<file path="src/hdl/dcl_pkg.sv">
// Package for the digital I/O channel block: map, reset values, timing.
// Assumes a 100 MHz clock and a 32-bit AXI4-Lite register port.
package dcl_pkg;
    localparam int NDI = 4;
    localparam int NDO = 4;
    localparam int CLK_NS = 10;

    localparam logic [7:0] A_DO = 8'h00;
    localparam logic [7:0] A_SAFE = 8'h04;
    localparam logic [7:0] A_WDT = 8'h08;
    localparam logic [7:0] A_PWM_EN = 8'h0c;
    localparam logic [7:0] A_MIRROR = 8'h10;
    localparam logic [7:0] A_PAIR = 8'h14;
    localparam logic [7:0] A_FCFG = 8'h18;
    localparam logic [7:0] A_DI = 8'h1c;
    localparam logic [7:0] A_LHI = 8'h20;
    localparam logic [7:0] A_LLO = 8'h24;
    localparam logic [7:0] A_ISTAT = 8'h28;
    localparam logic [7:0] A_IMASK = 8'h2c;
    localparam logic [7:0] A_PWM0 = 8'h40;
    localparam logic [7:0] A_CNT0 = 8'h50;
    localparam logic [7:0] A_FRQ0 = 8'h60;

    localparam logic [NDO-1:0] DO_PWRON_RST = 4'h0;
    localparam logic [NDO-1:0] SAFE_RST = 4'h0;
    localparam logic [31:0] WDT_RST = 32'h0;
    localparam logic [31:0] PWM_CFG_RST = 32'h0;

    // Pair field positions
    localparam int PAIR_EN_BIT = 0;
    localparam int PAIR_MASK_LSB = 4;
    // Frequency config field positions
    localparam int FCFG_SCAN_LSB = 0;
    localparam int FCFG_AVG_LSB = 2;

    localparam int IRQ_WDT = 0;
    localparam int IRQ_PAIR = 1;
    localparam int IRQ_FREQ = 2;
    localparam int NIRQ = 3;

    localparam int PWM_TICK_NS = 10000;
    localparam int PWM_TICK_CYC = (PWM_TICK_NS + CLK_NS - 1) / CLK_NS;
    localparam int PWM_MIN_PERIOD_NS = 10000000;
    localparam int PWM_MIN_TICKS = (PWM_MIN_PERIOD_NS + PWM_TICK_NS - 1) / PWM_TICK_NS;
    localparam int GATE_1S_NS = 1000000000;
    localparam int GATE_1S_CYC = GATE_1S_NS / CLK_NS;
    localparam int PAIR_POLL_NS = 10000000;
    localparam int PAIR_POLL_CYC = PAIR_POLL_NS / CLK_NS;

    localparam logic [1:0] RESP_OKAY = 2'h0;
    localparam logic [1:0] RESP_SLVERR = 2'h2;

    typedef enum logic [1:0] {MIR_OFF = 2'h0, MIR_LEVEL = 2'h1, MIR_RISE = 2'h2, MIR_FALL = 2'h3} dcl_mir_t;
    typedef enum logic [1:0] {PH_HI = 2'h1, PH_LO = 2'h2} dcl_phase_t;
endpackage : dcl_pkg

</file>
<file path="src/hdl/dcl_channel_top.sv">
// Digital input/output channel logic with AXI4-Lite register access.
// Assumes inputs arrive asynchronously on pins; pair answers come from
// a same-clock network client that holds pair_level valid with pair_ack.
//
// What this block does
// At boot every output sits at its power-on level before host access.
// Host silence for the set timeout forces all outputs without pulse generation enabled to safe levels.
// Every output has its own pulse generator, 100 Hz at most, independent.
// High setting is the on-time, low setting the off-time of one period.
// Each input counts its rising edges in a 32-bit counter the host reads.
// Sticky seen-high and seen-low flags keep short pulses for later reads.
// Frequency from counter samples, three scan modes, four averaging methods.
// Level mirror mode: output follows its input continuously.
// Rising mirror mode: input going on switches output on.
// Falling mirror mode: input going off switches output on.
// Pairing polls a remote input and writes it to chosen local outputs.
// Every valid host access restarts the silence timer.
// A latched-status read clears the flags it returned.
//
// Design decisions made here: the address map and the AXI4-Lite interface to the registers.
`timescale 1ns/1ns
module dcl_channel_top #(
    parameter int unsigned GATE_CYC = dcl_pkg::GATE_1S_CYC,
    parameter int unsigned PAIR_POLL_CYC = dcl_pkg::PAIR_POLL_CYC
) (
    input wire logic aclk,
    input wire logic aresetn,
    input wire logic ce,
    input wire logic [7:0] awaddr,
    input wire logic awvalid,
    output logic awready,
    input wire logic [31:0] wdata,
    input wire logic [3:0] wstrb,
    input wire logic wvalid,
    output logic wready,
    output logic [1:0] bresp,
    output logic bvalid,
    input wire logic bready,
    input wire logic [7:0] araddr,
    input wire logic arvalid,
    output logic arready,
    output logic [31:0] rdata,
    output logic [1:0] rresp,
    output logic rvalid,
    input wire logic rready,
    input wire logic [dcl_pkg::NDI-1:0] di_pin,
    output logic [dcl_pkg::NDO-1:0] do_out,
    output logic pair_req,
    input wire logic pair_ack,
    input wire logic pair_level,
    output logic irq
);
    import dcl_pkg::*;

    function automatic logic [31:0] wmerge(input logic [31:0] old, input logic [31:0] d, input logic [3:0] s);
        logic [31:0] r;
        r = old;
        for (int b = 0; b < 4; b++) begin
            if (s[b]) begin
                r[8*b +: 8] = d[8*b +: 8];
            end
        end
        return r;
    endfunction : wmerge

    function automatic logic arr_sel(input logic [7:0] a, input logic [7:0] base);
        return (a[7:4] == base[7:4]) && (a[1:0] == 2'h0);
    endfunction : arr_sel

    function automatic logic [16:0] lo_len(input logic [31:0] cfg);
        logic [16:0] sum;
        sum = {1'b0, cfg[15:0]} + {1'b0, cfg[31:16]};
        // Stretch the off-time so the period never beats the rate ceiling
        if (sum < 17'(PWM_MIN_TICKS)) begin
            return 17'(PWM_MIN_TICKS) - {1'b0, cfg[15:0]};
        end
        return {1'b0, cfg[31:16]};
    endfunction : lo_len

    logic awready_reg, bvalid_reg, arready_reg, rvalid_reg, irq_reg, pair_req_reg;
    logic [1:0] bresp_reg, rresp_reg;
    logic [31:0] rdata_reg, rd_val, wdt_to_reg, wdt_cnt_reg, gate_cnt_reg, gate_len, pair_cnt_reg;
    logic rd_ok, wr_map, wr_go, rd_go, host_msg, wdt_fire, wdt_fired_reg, pair_wait_reg, pair_hit, tick;
    logic [NDO-1:0] do_out_reg, do_base_reg, safe_reg, pwm_en_reg, pwm_lvl, pair_mask_reg;
    logic [NDI-1:0] di_meta_reg, di_s_reg, di_d_reg, lat_hi_reg, lat_lo_reg, rise, fall;
    logic [2*NDO-1:0] mirror_reg;
    logic [3:0] fcfg_reg;
    logic pair_en_reg;
    logic [NIRQ-1:0] istat_reg, imask_reg, ievt;
    logic [15:0] tick_cnt_reg;
    logic [31:0] pwm_cfg_reg [NDO];
    logic [15:0] pcnt_reg [NDO];
    dcl_phase_t ph_reg [NDO];
    logic [31:0] cnt_reg [NDI];
    logic [31:0] prev_reg [NDI];
    logic [31:0] frq_reg [NDI];

    assign awready = awready_reg;
    assign wready = awready_reg;
    assign bvalid = bvalid_reg;
    assign bresp = bresp_reg;
    assign arready = arready_reg;
    assign rvalid = rvalid_reg;
    assign rdata = rdata_reg;
    assign rresp = rresp_reg;
    assign do_out = do_out_reg;
    assign pair_req = pair_req_reg;
    assign irq = irq_reg;

    // Bus slave: address and data are taken together, one cycle after both show
    assign wr_go = ce && awready_reg && awvalid && wvalid;
    assign rd_go = ce && arready_reg && arvalid;
    assign host_msg = wr_go || rd_go;

    always_ff @(posedge aclk) begin
        if (!aresetn) begin
            awready_reg <= 1'b0;
            bvalid_reg <= 1'b0;
            bresp_reg <= RESP_OKAY;
        end else if (ce) begin
            awready_reg <= !awready_reg && !bvalid_reg && awvalid && wvalid;
            if (wr_go) begin
                bvalid_reg <= 1'b1;
                bresp_reg <= wr_map ? RESP_OKAY : RESP_SLVERR;
            end else if (bready) begin
                bvalid_reg <= 1'b0;
            end
        end
    end

    always_ff @(posedge aclk) begin
        if (!aresetn) begin
            arready_reg <= 1'b0;
            rvalid_reg <= 1'b0;
            rdata_reg <= 32'h0;
            rresp_reg <= RESP_OKAY;
        end else if (ce) begin
            arready_reg <= !arready_reg && !rvalid_reg && arvalid;
            if (rd_go) begin
                rvalid_reg <= 1'b1;
                rdata_reg <= rd_val;
                rresp_reg <= rd_ok ? RESP_OKAY : RESP_SLVERR;
            end else if (rready) begin
                rvalid_reg <= 1'b0;
            end
        end
    end

    always_comb begin
        wr_map = 1'b1;
        case (awaddr)
            A_DO, A_SAFE, A_WDT, A_PWM_EN, A_MIRROR, A_PAIR, A_FCFG, A_DI, A_LHI, A_LLO, A_ISTAT, A_IMASK: begin
                wr_map = 1'b1;
            end
            default: begin
                wr_map = arr_sel(awaddr, A_PWM0) || arr_sel(awaddr, A_CNT0) || arr_sel(awaddr, A_FRQ0);
            end
        endcase
    end

    always_comb begin
        rd_val = 32'h0;
        rd_ok = 1'b1;
        case (araddr)
            A_DO: rd_val[NDO-1:0] = do_out_reg;
            A_SAFE: rd_val[NDO-1:0] = safe_reg;
            A_WDT: rd_val = wdt_to_reg;
            A_PWM_EN: rd_val[NDO-1:0] = pwm_en_reg;
            A_MIRROR: rd_val[2*NDO-1:0] = mirror_reg;
            A_PAIR: rd_val[7:0] = {pair_mask_reg, 3'h0, pair_en_reg};
            A_FCFG: rd_val[3:0] = fcfg_reg;
            A_DI: rd_val[NDI-1:0] = di_s_reg;
            A_LHI: rd_val[NDI-1:0] = lat_hi_reg;
            A_LLO: rd_val[NDI-1:0] = lat_lo_reg;
            A_ISTAT: rd_val[NIRQ-1:0] = istat_reg;
            A_IMASK: rd_val[NIRQ-1:0] = imask_reg;
            default: begin
                if (arr_sel(araddr, A_PWM0)) begin
                    rd_val = pwm_cfg_reg[araddr[3:2]];
                end else if (arr_sel(araddr, A_CNT0)) begin
                    rd_val = cnt_reg[araddr[3:2]];
                end else if (arr_sel(araddr, A_FRQ0)) begin
                    rd_val = frq_reg[araddr[3:2]];
                end else begin
                    rd_ok = 1'b0;
                end
            end
        endcase
    end

    // Configuration registers
    always_ff @(posedge aclk) begin
        if (!aresetn) begin
            safe_reg <= SAFE_RST;
            wdt_to_reg <= WDT_RST;
            pwm_en_reg <= '0;
            mirror_reg <= '0;
            pair_en_reg <= 1'b0;
            pair_mask_reg <= '0;
            fcfg_reg <= 4'h0;
            imask_reg <= '0;
            for (int i = 0; i < NDO; i++) begin
                pwm_cfg_reg[i] <= PWM_CFG_RST;
            end
        end else if (ce && wr_go) begin
            if (awaddr == A_SAFE && wstrb[0]) safe_reg <= wdata[NDO-1:0];
            if (awaddr == A_WDT) wdt_to_reg <= wmerge(wdt_to_reg, wdata, wstrb);
            if (awaddr == A_PWM_EN && wstrb[0]) pwm_en_reg <= wdata[NDO-1:0];
            if (awaddr == A_MIRROR && wstrb[0]) mirror_reg <= wdata[2*NDO-1:0];
            if (awaddr == A_PAIR && wstrb[0]) begin
                pair_en_reg <= wdata[PAIR_EN_BIT];
                pair_mask_reg <= wdata[PAIR_MASK_LSB +: NDO];
            end
            if (awaddr == A_FCFG && wstrb[0]) fcfg_reg <= wdata[3:0];
            if (awaddr == A_IMASK && wstrb[0]) imask_reg <= wdata[NIRQ-1:0];
            if (arr_sel(awaddr, A_PWM0)) begin
                pwm_cfg_reg[awaddr[3:2]] <= wmerge(pwm_cfg_reg[awaddr[3:2]], wdata, wstrb);
            end
        end
    end

    // Input synchroniser; only the second and third stages feed logic
    always_ff @(posedge aclk) begin
        if (!aresetn) begin
            di_meta_reg <= '0;
            di_s_reg <= '0;
            di_d_reg <= '0;
        end else if (ce) begin
            di_meta_reg <= di_pin;
            di_s_reg <= di_meta_reg;
            di_d_reg <= di_s_reg;
        end
    end
    assign rise = di_s_reg & ~di_d_reg;
    assign fall = ~di_s_reg & di_d_reg;

    // Sticky flags; a new level in the clearing cycle survives the clear
    always_ff @(posedge aclk) begin
        if (!aresetn) begin
            lat_hi_reg <= '0;
            lat_lo_reg <= '0;
        end else if (ce) begin
            lat_hi_reg <= (rd_go && araddr == A_LHI) ? di_s_reg : (lat_hi_reg | di_s_reg); // see
            lat_lo_reg <= (rd_go && araddr == A_LLO) ? ~di_s_reg : (lat_lo_reg | ~di_s_reg); // see
        end
    end

    // Transition counters count rising edges, one per pulse
    always_ff @(posedge aclk) begin
        if (!aresetn) begin
            for (int i = 0; i < NDI; i++) cnt_reg[i] <= 32'h0;
        end else if (ce) begin
            for (int i = 0; i < NDI; i++) begin
                if (rise[i]) cnt_reg[i] <= cnt_reg[i] + 32'h1;
            end
        end
    end

    // Frequency: gate 1 s, 100 ms or 10 ms, scaled to events per second
    always_comb begin
        case (fcfg_reg[FCFG_SCAN_LSB +: 2])
            2'h1: gate_len = 32'(GATE_CYC / 10);
            2'h2: gate_len = 32'(GATE_CYC / 100);
            default: gate_len = 32'(GATE_CYC);
        endcase
    end

    always_ff @(posedge aclk) begin
        logic [31:0] d;
        logic [1:0] k;
        d = 32'h0;
        k = fcfg_reg[FCFG_AVG_LSB +: 2];
        if (!aresetn) begin
            gate_cnt_reg <= 32'h0;
            for (int i = 0; i < NDI; i++) begin
                prev_reg[i] <= 32'h0;
                frq_reg[i] <= 32'h0;
            end
        end else if (ce) begin
            if (gate_cnt_reg >= gate_len - 32'h1) begin
                gate_cnt_reg <= 32'h0;
                for (int i = 0; i < NDI; i++) begin
                    d = cnt_reg[i] - prev_reg[i];
                    if (fcfg_reg[FCFG_SCAN_LSB +: 2] == 2'h1) d = d * 32'd10;
                    if (fcfg_reg[FCFG_SCAN_LSB +: 2] == 2'h2) d = d * 32'd100;
                    prev_reg[i] <= cnt_reg[i];
                    // Running average, weight 1, 1/2, 1/4 or 1/8 on the new sample
                    frq_reg[i] <= frq_reg[i] - (frq_reg[i] >> k) + (d >> k);
                end
            end else begin
                gate_cnt_reg <= gate_cnt_reg + 32'h1;
            end
        end
    end

    // Host silence watchdog; timeout of zero disables it
    assign wdt_fire = ce && wdt_to_reg != 32'h0 && !wdt_fired_reg && !host_msg && wdt_cnt_reg == wdt_to_reg - 32'h1;

    always_ff @(posedge aclk) begin
        if (!aresetn) begin
            wdt_cnt_reg <= 32'h0;
            wdt_fired_reg <= 1'b0;
        end else if (ce) begin
            if (host_msg) begin
                wdt_cnt_reg <= 32'h0;
                wdt_fired_reg <= 1'b0;
            end else if (wdt_fire) begin
                wdt_fired_reg <= 1'b1;
            end else if (!wdt_fired_reg && wdt_to_reg != 32'h0) begin
                wdt_cnt_reg <= wdt_cnt_reg + 32'h1;
            end
        end
    end

    // Remote input polling; one request outstanding at a time
    assign pair_hit = ce && pair_wait_reg && pair_ack;

    always_ff @(posedge aclk) begin
        if (!aresetn) begin
            pair_cnt_reg <= 32'h0;
            pair_wait_reg <= 1'b0;
            pair_req_reg <= 1'b0;
        end else if (ce) begin
            pair_req_reg <= 1'b0;
            if (pair_hit) begin
                pair_wait_reg <= 1'b0;
            end else if (pair_en_reg && !pair_wait_reg) begin
                if (pair_cnt_reg >= 32'(PAIR_POLL_CYC) - 32'h1) begin
                    pair_cnt_reg <= 32'h0;
                    pair_req_reg <= 1'b1;
                    pair_wait_reg <= 1'b1;
                end else begin
                    pair_cnt_reg <= pair_cnt_reg + 32'h1;
                end
            end
        end
    end

    // Output value: host write, then fallback, then pairing, then mirror
    always_ff @(posedge aclk) begin
        if (!aresetn) begin
            do_base_reg <= DO_PWRON_RST;
        end else if (ce) begin
            if (wr_go && awaddr == A_DO && wstrb[0]) begin
                do_base_reg <= wdata[NDO-1:0];
            end else if (wdt_fire) begin
                do_base_reg <= safe_reg;
            end else begin
                for (int i = 0; i < NDO; i++) begin
                    case (dcl_mir_t'(mirror_reg[2*i +: 2]))
                        MIR_LEVEL: do_base_reg[i] <= di_s_reg[i];
                        MIR_RISE: if (rise[i]) do_base_reg[i] <= 1'b1;
                        MIR_FALL: if (fall[i]) do_base_reg[i] <= 1'b1;
                        default: ;
                    endcase
                    if (pair_hit && pair_mask_reg[i]) do_base_reg[i] <= pair_level;
                end
            end
        end
    end

    // Pulse generators on a shared 10 us tick
    assign tick = tick_cnt_reg == 16'(PWM_TICK_CYC - 1);

    always_ff @(posedge aclk) begin
        if (!aresetn) begin
            tick_cnt_reg <= 16'h0;
        end else if (ce) begin
            tick_cnt_reg <= tick ? 16'h0 : tick_cnt_reg + 16'h1;
        end
    end

    always_ff @(posedge aclk) begin
        if (!aresetn) begin
            for (int i = 0; i < NDO; i++) begin
                ph_reg[i] <= PH_HI;
                pcnt_reg[i] <= 16'h0;
            end
        end else if (ce) begin
            for (int i = 0; i < NDO; i++) begin
                if (!pwm_en_reg[i]) begin
                    ph_reg[i] <= PH_HI;
                    pcnt_reg[i] <= 16'h0;
                end else if (tick) begin
                    case (ph_reg[i])
                        PH_HI: begin
                            if ({1'b0, pcnt_reg[i]} + 17'h1 >= {1'b0, pwm_cfg_reg[i][15:0]}) begin
                                ph_reg[i] <= PH_LO;
                                pcnt_reg[i] <= 16'h0;
                            end else begin
                                pcnt_reg[i] <= pcnt_reg[i] + 16'h1;
                            end
                        end
                        PH_LO: begin
                            if ({1'b0, pcnt_reg[i]} + 17'h1 >= lo_len(pwm_cfg_reg[i])) begin
                                ph_reg[i] <= PH_HI;
                                pcnt_reg[i] <= 16'h0;
                            end else begin
                                pcnt_reg[i] <= pcnt_reg[i] + 16'h1;
                            end
                        end
                        default: ph_reg[i] <= PH_HI;
                    endcase
                end
            end
        end
    end

    always_comb begin
        for (int i = 0; i < NDO; i++) begin
            pwm_lvl[i] = ph_reg[i] == PH_HI && pwm_cfg_reg[i][15:0] != 16'h0;
        end
    end

    always_ff @(posedge aclk) begin
        if (!aresetn) begin
            do_out_reg <= DO_PWRON_RST;
        end else if (ce) begin
            do_out_reg <= (pwm_en_reg & pwm_lvl) | (~pwm_en_reg & do_base_reg);
        end
    end

    // Interrupts: write one to clear, a new event wins over the clear
    assign ievt = {ce && gate_cnt_reg >= gate_len - 32'h1, pair_hit, wdt_fire};

    always_ff @(posedge aclk) begin
        if (!aresetn) begin
            istat_reg <= '0;
            irq_reg <= 1'b0;
        end else if (ce) begin
            if (wr_go && awaddr == A_ISTAT && wstrb[0]) begin
                istat_reg <= (istat_reg & ~wdata[NIRQ-1:0]) | ievt;
            end else begin
                istat_reg <= istat_reg | ievt;
            end
            irq_reg <= |(istat_reg & imask_reg);
        end
    end
endmodule : dcl_channel_top

</file>
<file path="config.mk">
export PLATFORM = sky130hd
export DESIGN_NAME = dcl_channel_top
export DESIGN_NICKNAME = d
export VERILOG_FILES = /design/src/hdl/dcl_pkg.sv /design/src/hdl/dcl_channel_top.sv
export SDC_FILE = /design/constraint.sdc
export NUM_CORES = 2
export LEC_CHECK = 0
export ABC_CLOCK_PERIOD_IN_PS = 10100
export BUFFER_PORTS_ARGS = -buffer_cell sky130_fd_sc_hd__buf_2
export CORE_ASPECT_RATIO = 1.5
export CORE_MARGIN = 5
export CORE_UTILIZATION = 60
export CTS_CLUSTER_DIAMETER = 50
export CTS_CLUSTER_SIZE = 8
export DETAILED_ROUTE_END_ITERATION = 10
export GPL_TIMING_DRIVEN = 0
export PLACE_DENSITY = 0.84
export SYNTH_ARGS = -nofsm -noshare
export SYNTH_HDL_FRONTEND = slang
export SYNTH_SLANG_ARGS = --single-unit
</file>
<file path="constraint.sdc">
create_clock -name aclk -period 10.1 [get_ports aclk]
set_clock_uncertainty 0.05 [all_clocks]
set_input_delay 1.01 -clock aclk [delete_from_list [all_inputs] [get_ports aclk]]
set_output_delay 1.01 -clock aclk [all_outputs]
set_load 0.1 [all_outputs]
</file>
==> After elaboration in Yosys (flattened, before gate mapping) <==
Memory sizes are Yosys's and may differ from the RTL's.
Cells that the tools add are included.
{ "word_totals": {"register_bits": 247, "ram_bits": 584, "in_bits": 66, "out_inout_bits": 47, "elab_cells": 734, "n_memories": 6} }
{ "op_classes": {"add_sub_neg": 38, "multipliers": 8, "magnitude_cmp": 14, "n_eq_ne": 65, "shifts": 8, "muxes": 382, "n_bitwise": 64, "n_reduce_logical": 112} }
{ "mem_list": {"columns": ["name", "depth", "word_bits", "rd", "rd_clocked_by_memory_dff", "wr", "line_no", "source"], "rows": [
  ["cnt_reg", 4, 32, 5, 0, 4, "dcl_channel_top.sv:94", "logic [31:0] cnt_reg [NDI];"],
  ["frq_reg", 4, 32, 5, 0, 4, "dcl_channel_top.sv:96", "logic [31:0] frq_reg [NDI];"],
  ["prev_reg", 4, 32, 4, 0, 4, "dcl_channel_top.sv:95", "logic [31:0] prev_reg [NDI];"],
  ["pwm_cfg_reg", 4, 32, 5, 0, 4, "dcl_channel_top.sv:91", "logic [31:0] pwm_cfg_reg [NDO];"],
  ["pcnt_reg", 4, 16, 4, 0, 4, "dcl_channel_top.sv:92", "logic [15:0] pcnt_reg [NDO];"],
  ["ph_reg", 4, 2, 4, 0, 4, "dcl_channel_top.sv:93", "dcl_phase_t ph_reg [NDO];"]
]} }
{ "ops": {"columns": ["cell", "count"], "rows": [
  ["$mux W32", 53],
  ["$mux W17", 28],
  ["$mux W16", 21],
  ["$shr A32 B2 Y32", 8],
  ["$sub A32 B32 Y32", 8],
  ["$mux W1", 230],
  ["$add A32 B1 Y32 const B", 7],
  ["$add A32 B32 Y32", 4],
  ["$mul A32 B3 Y31 const B", 4],
  ["$mul A32 B5 Y30 const B", 4],
  ["$mux W8", 16],
  ["$add A16 B1 Y16 const B", 5],
  ["$add A16 B1 Y17 const B", 4],
  ["$add A16 B16 Y17", 4],
  ["$ge A17 B16 Y1", 4],
  ["$ge A17 B17 Y1", 4],
  ["$lt A17 B10 Y1 const B", 4],
  ["$sub A10 B16 Y17 const A", 4],
  ["$eq A8 B5 Y1 const B", 8],
  ["$eq A8 B6 Y1 const B", 8],
  ["$reduce_bool A16 Y1", 4],
  ["$sub A32 B1 Y32 const B", 2],
  ["$pmux W27 S2", 1],
  ["$or A1 B1 Y1", 48],
  ["44 further kinds", 208]
]} }

==> Longest topological paths before layout <==
An unclocked memory read counts as a cell.
{ "depth": {"depth_word": 25, "depth_mapped": 54, "ltp_nobuf": 54} }

==> Worst setup path before layout <==
Ideal clock, no wire load.
{ "synth_timing": {"path_type": "register to register", "startpoint": "reg fcfg_reg[1]", "endpoint": "mem frq_reg[0][0], enable pin", "setup_time_ps": 720, "arrival_time_ps": 10083, "required_time_ps": 9330, "path_slack_ps": -754, "stages_incl_launch_ff": 16, "path_buffers": 5, "synth_period_minus_slack_ps": 10854, "cell_sequence": "dfxtp_1 > inv_1 > ha_1 > clkbuf_1 > clkinv_1 > clkbuf_1 > buf_1 > clkbuf_1 > ha_1 > a21o_1 > a21o_1 > a211o_1 > a31o_2 > a41oi_1 > o21ai_1 > clkbuf_1"} }
{ "synth_rtl": {"columns": ["item", "line_no", "source"], "rows": [
  ["start, declared", "dcl_channel_top.sv:87", "logic [3:0] fcfg_reg;"],
  ["start signal, assigned", "dcl_channel_top.sv:214", "if (awaddr == A_FCFG && wstrb[0]) fcfg_reg <= wdata[3:0];"],
  ["end, declared", "dcl_channel_top.sv:96", null]
]} }

==> out/metrics.csv <==
stage;metric;value;unit
die;die_area;153000;µm²
die;die_h;476;µm
route;met3_length;35400;µm
logic_synthesis;netlist_area;86900;µm²
sta;worst_slew_pin_slew;2.10;ns
sta;grt_setup_unrepaired;true;
cts;clock_path_buffers;3;
die;die_w;321;µm
logic_synthesis;yosysSeqAreaShare;25.8;%
logic_synthesis;ys_ff_latch;829;
sta;clock.fmax;91.8;MHz
sta;fin_hold_ws;0.409;ns
logic_synthesis;synth_most_common_cell;inv_1;
hold_path;worstHoldStart;lat_hi_reg[3];
route;vias_per_cell;6.82;
cts;clkLatencyLatePin;0.81;ns
outcome;violations;capacitance limit, slew limit, setup timing;
worst_setup_path;ff2ff_path_depth;38;
logic_synthesis;yosysTopAreaCellShare;20.2;%
final_layout;fin_util;69.8;%
route;antenna_left;0;
pwr;p_int;11.2;mW
sta;fin_tns_setup;-8.08;ns
worst_setup_path;cp-start-kind;flop;
logic_synthesis;yosys-top-cells-area;edfxtp_1, ha_1, dfxtp_1;
sta;setup_viol;26;
logic_synthesis;synth_warnings;0;
pwr;peakVddDrop;0.000254;V
global_routing;grt_overflow;0;
outcome;outcome;finished with violations;
worst_setup_path;cp_common_cell;ha_1;
hold_path;hp-class;reg -> reg;
worst_setup_path;critPathRequiredTime;10.69;ns
die;ioPinCount;113;
cts;h-tree-depth;4;
die;coreArea;144000;µm²
worst_setup_path;critPathMaxFanout;5;
sta;slew_headroom;-40.9;%
die;rows;171;
pwr;switching_share;43.3;%
hold_path;holdPathEnd;lat_hi_reg[3];
route;wl_per_cell;28.4;µm
cts;clkTransAtPathRegs;0.05;ns
logic_synthesis;synthCells;9585;
pwr;power.density;196;nW/µm²
global_routing;grt_max_degree;96;
flow_run;maxCapViolCount;5;
worst_setup_path;rrSetupSlack;-0.80;ns
cts;cts_hold_buf;0;
worst_setup_path;regToRegEndpoint;frq_reg[3][31];
pwr;pwr-share-seq;19.7;%
logic_synthesis;synth_top_cell_by_area;edfxtp_1;
final_layout;fin_nets;11400;
worst_setup_path;max_stage_delay;1.15;ns
route;routed_wl;342000;µm
route;drt-initial-drc-count;8882;
logic_synthesis;synthFlopType;edfxtp_1;
route;dr_wl_met2;156000;µm
cts;cts-root-buf;clkbuf_16;
pwr;p_switching;8.56;mW
cts;cts_tree;yes;
global_routing;grt_pass1_wl;489000;µm
route;vias;82300;
logic_synthesis;avgSynthCellArea;9.07;µm²
route;top_layer_used;met5;
logic_synthesis;ys_top_cells_by_count;inv_1, ha_1, nor2_1, edfxtp_1, nand2_1;
route;remaining_drc_errors;0;
route;dr.pass1.iters;10;
route;wl_met1;102000;µm
pwr;combPwrFrac;59.0;%
logic_synthesis;ys_types;106;
final_layout;area_growth;16.0;%
sta;slew_violations;35;
cts;cts_made_buffers;132;
logic_synthesis;ys_async_sr_fraction;0;%
pwr;p_leak;44.3;nW
sta;min_period_over_period;108;%
placed_design;numPortBuffers;105;
pwr;clkPwrFrac;21.3;%
die;start_util;60.2;%
cts;numClockSinks;829;
sta;fin_crit;10.90;ns
global_routing;grt_pass1_vias;82300;
placed_design;routabilityCongestion;1.24;
sta;setup_ws;-0.796;ns
worst_setup_path;endpoint_kind;flop;
logic_synthesis;synth_edf_count;584;
global_routing;grt_usage;42.3;%
worst_setup_path;r2r-start;cnt_reg[3][1];
sta;hold_viol_final;0;
hold_path;hold_depth;2;
worst_setup_path;cp_slowest_cell;a31oi_1;
final_layout;drive_above_1_share;16.0;%
global_routing;antenna_found_initial;16;
worst_setup_path;arrival;11.48;ns
placed_design;place_hpwl;258000;µm
worst_setup_path;crit_type;reg -> reg;
==> what timing repair did <==
action,CTS,global route
setup endpoints to repair,98,46
resized for setup,582,462
hold endpoints to repair,0,0
pin swaps,182,224
buffers inserted,148,121
==> power by group through the flow <==
| stage | Clock (mW) | Sequential (mW) | Combinational [mW] |
|---|---|---|---|
| 6_report | 4.22 | 3.89 | 11.7 |
| 5_1_grt | 4.35 | 3.88 | 12.5 |
| 4_1_cts | 4.19 | 3.87 | 10.2 |
| 3_5_place_dp | 0 | 3.95 | 9.12 |
| 3_3_place_gp | 0 | 3.96 | 8.83 |
| 2_1_floorplan | 0 | 3.91 | 6.99 |
==> cells by family after synthesis <==
| logic type | synth area share [%] |
|---|---|
| buffers and inverters | 5.88 |
| AO/OA/AOI/OAI | 14.6 |
| XOR/XNOR | 7.38 |
| AND/OR/NAND/NOR | 16.0 |
| multiplexers | 10.2 |
| flip-flops | 25.8 |
| other | 0.00864 |
| adder cells (fa/ha/maj) | 20.0 |
==> worst max-delay path, delay by kind of cell, from the launching register on <==
family / cells / cell delay [ns]
AO/OA/AOI/OAI: 14 / 3.99
AND/OR/NAND/NOR: 5 / 0.73
XOR/XNOR: 3 / 0.74
adder cells (fa/ha/maj): 9 / 3.19
multiplexers: 3 / 1.10
flip-flops: 1 / 0.42
buffers and inverters: 4 / 0.48
==> through the flow <==
| stage | cell area [µm²] | power [mW] | instances | worst slack [ns] |
|---|---|---|---|---|
| after floorplan | 86900 | 10.9 | 9588 | 0.0178 |
| after global placement | 89800 | 12.8 | 11600 | -3.55 |
| after detailed placement | 90000 | 13.1 | 11600 | -3.68 |
| after CTS | 97700 | 18.3 | 11900 | -0.173 |
| after global routing | 101000 | 20.7 | 12000 | -1.09 |
| final | 101000 | 19.8 | 12100 | -0.796 |
==> cell type report <==
| cell class | count | area (µm²) |
|---|---|---|
| tap | 1903 | 2380 |
| antenna | 16 | 40.0 |
| clock buffer | 148 | 3400 |
| timing repair buffer | 377 | 2690 |
| inverter | 1035 | 3890 |
| clock inverter | 32 | 454 |
| sequential | 829 | 22400 |
| multi-input combinational | 7407 | 64200 |
| fill | 10500 | 43600 |
| buffer | 313 | 1330 |
==> placed cells by master (no fill, tap or decap), drive strengths merged, types with 400 or more instances in the layout <==
cell and instances:
inv 1042, buf 436, ha 1026, nand2 584
a21oi 559, xnor2 408, edfxtp 584, nor2 875
o21ai 439, clkbuf 400
==> worst max-delay path by stage <==
stage,to,cells after the start,startpoint,slack [ns]
finish,frq_reg[3][31],38,cnt_reg[3][1],-0.80
CTS,frq_reg[2][31],52,cnt_reg[2][0],-0.17
global placement,frq_reg[0][31],38,fcfg_reg[1],-3.55
global route,frq_reg[2][31],50,cnt_reg[2][0],-1.09
floorplan,frq_reg[1][31],44,cnt_reg[1][0],0.02
detailed placement,frq_reg[0][31],38,fcfg_reg[1],-3.68
==> metal layers <==
metal / vias up / GRT usage, %
met1: 39000 / 41.2
met3: 2302 / 11.1
met2: 5689 / 68.4
met4: 12 / 47.2
met5: - / 0
li1: 35300 / -
No activity file was read; power rests on OpenSTA's default activity.
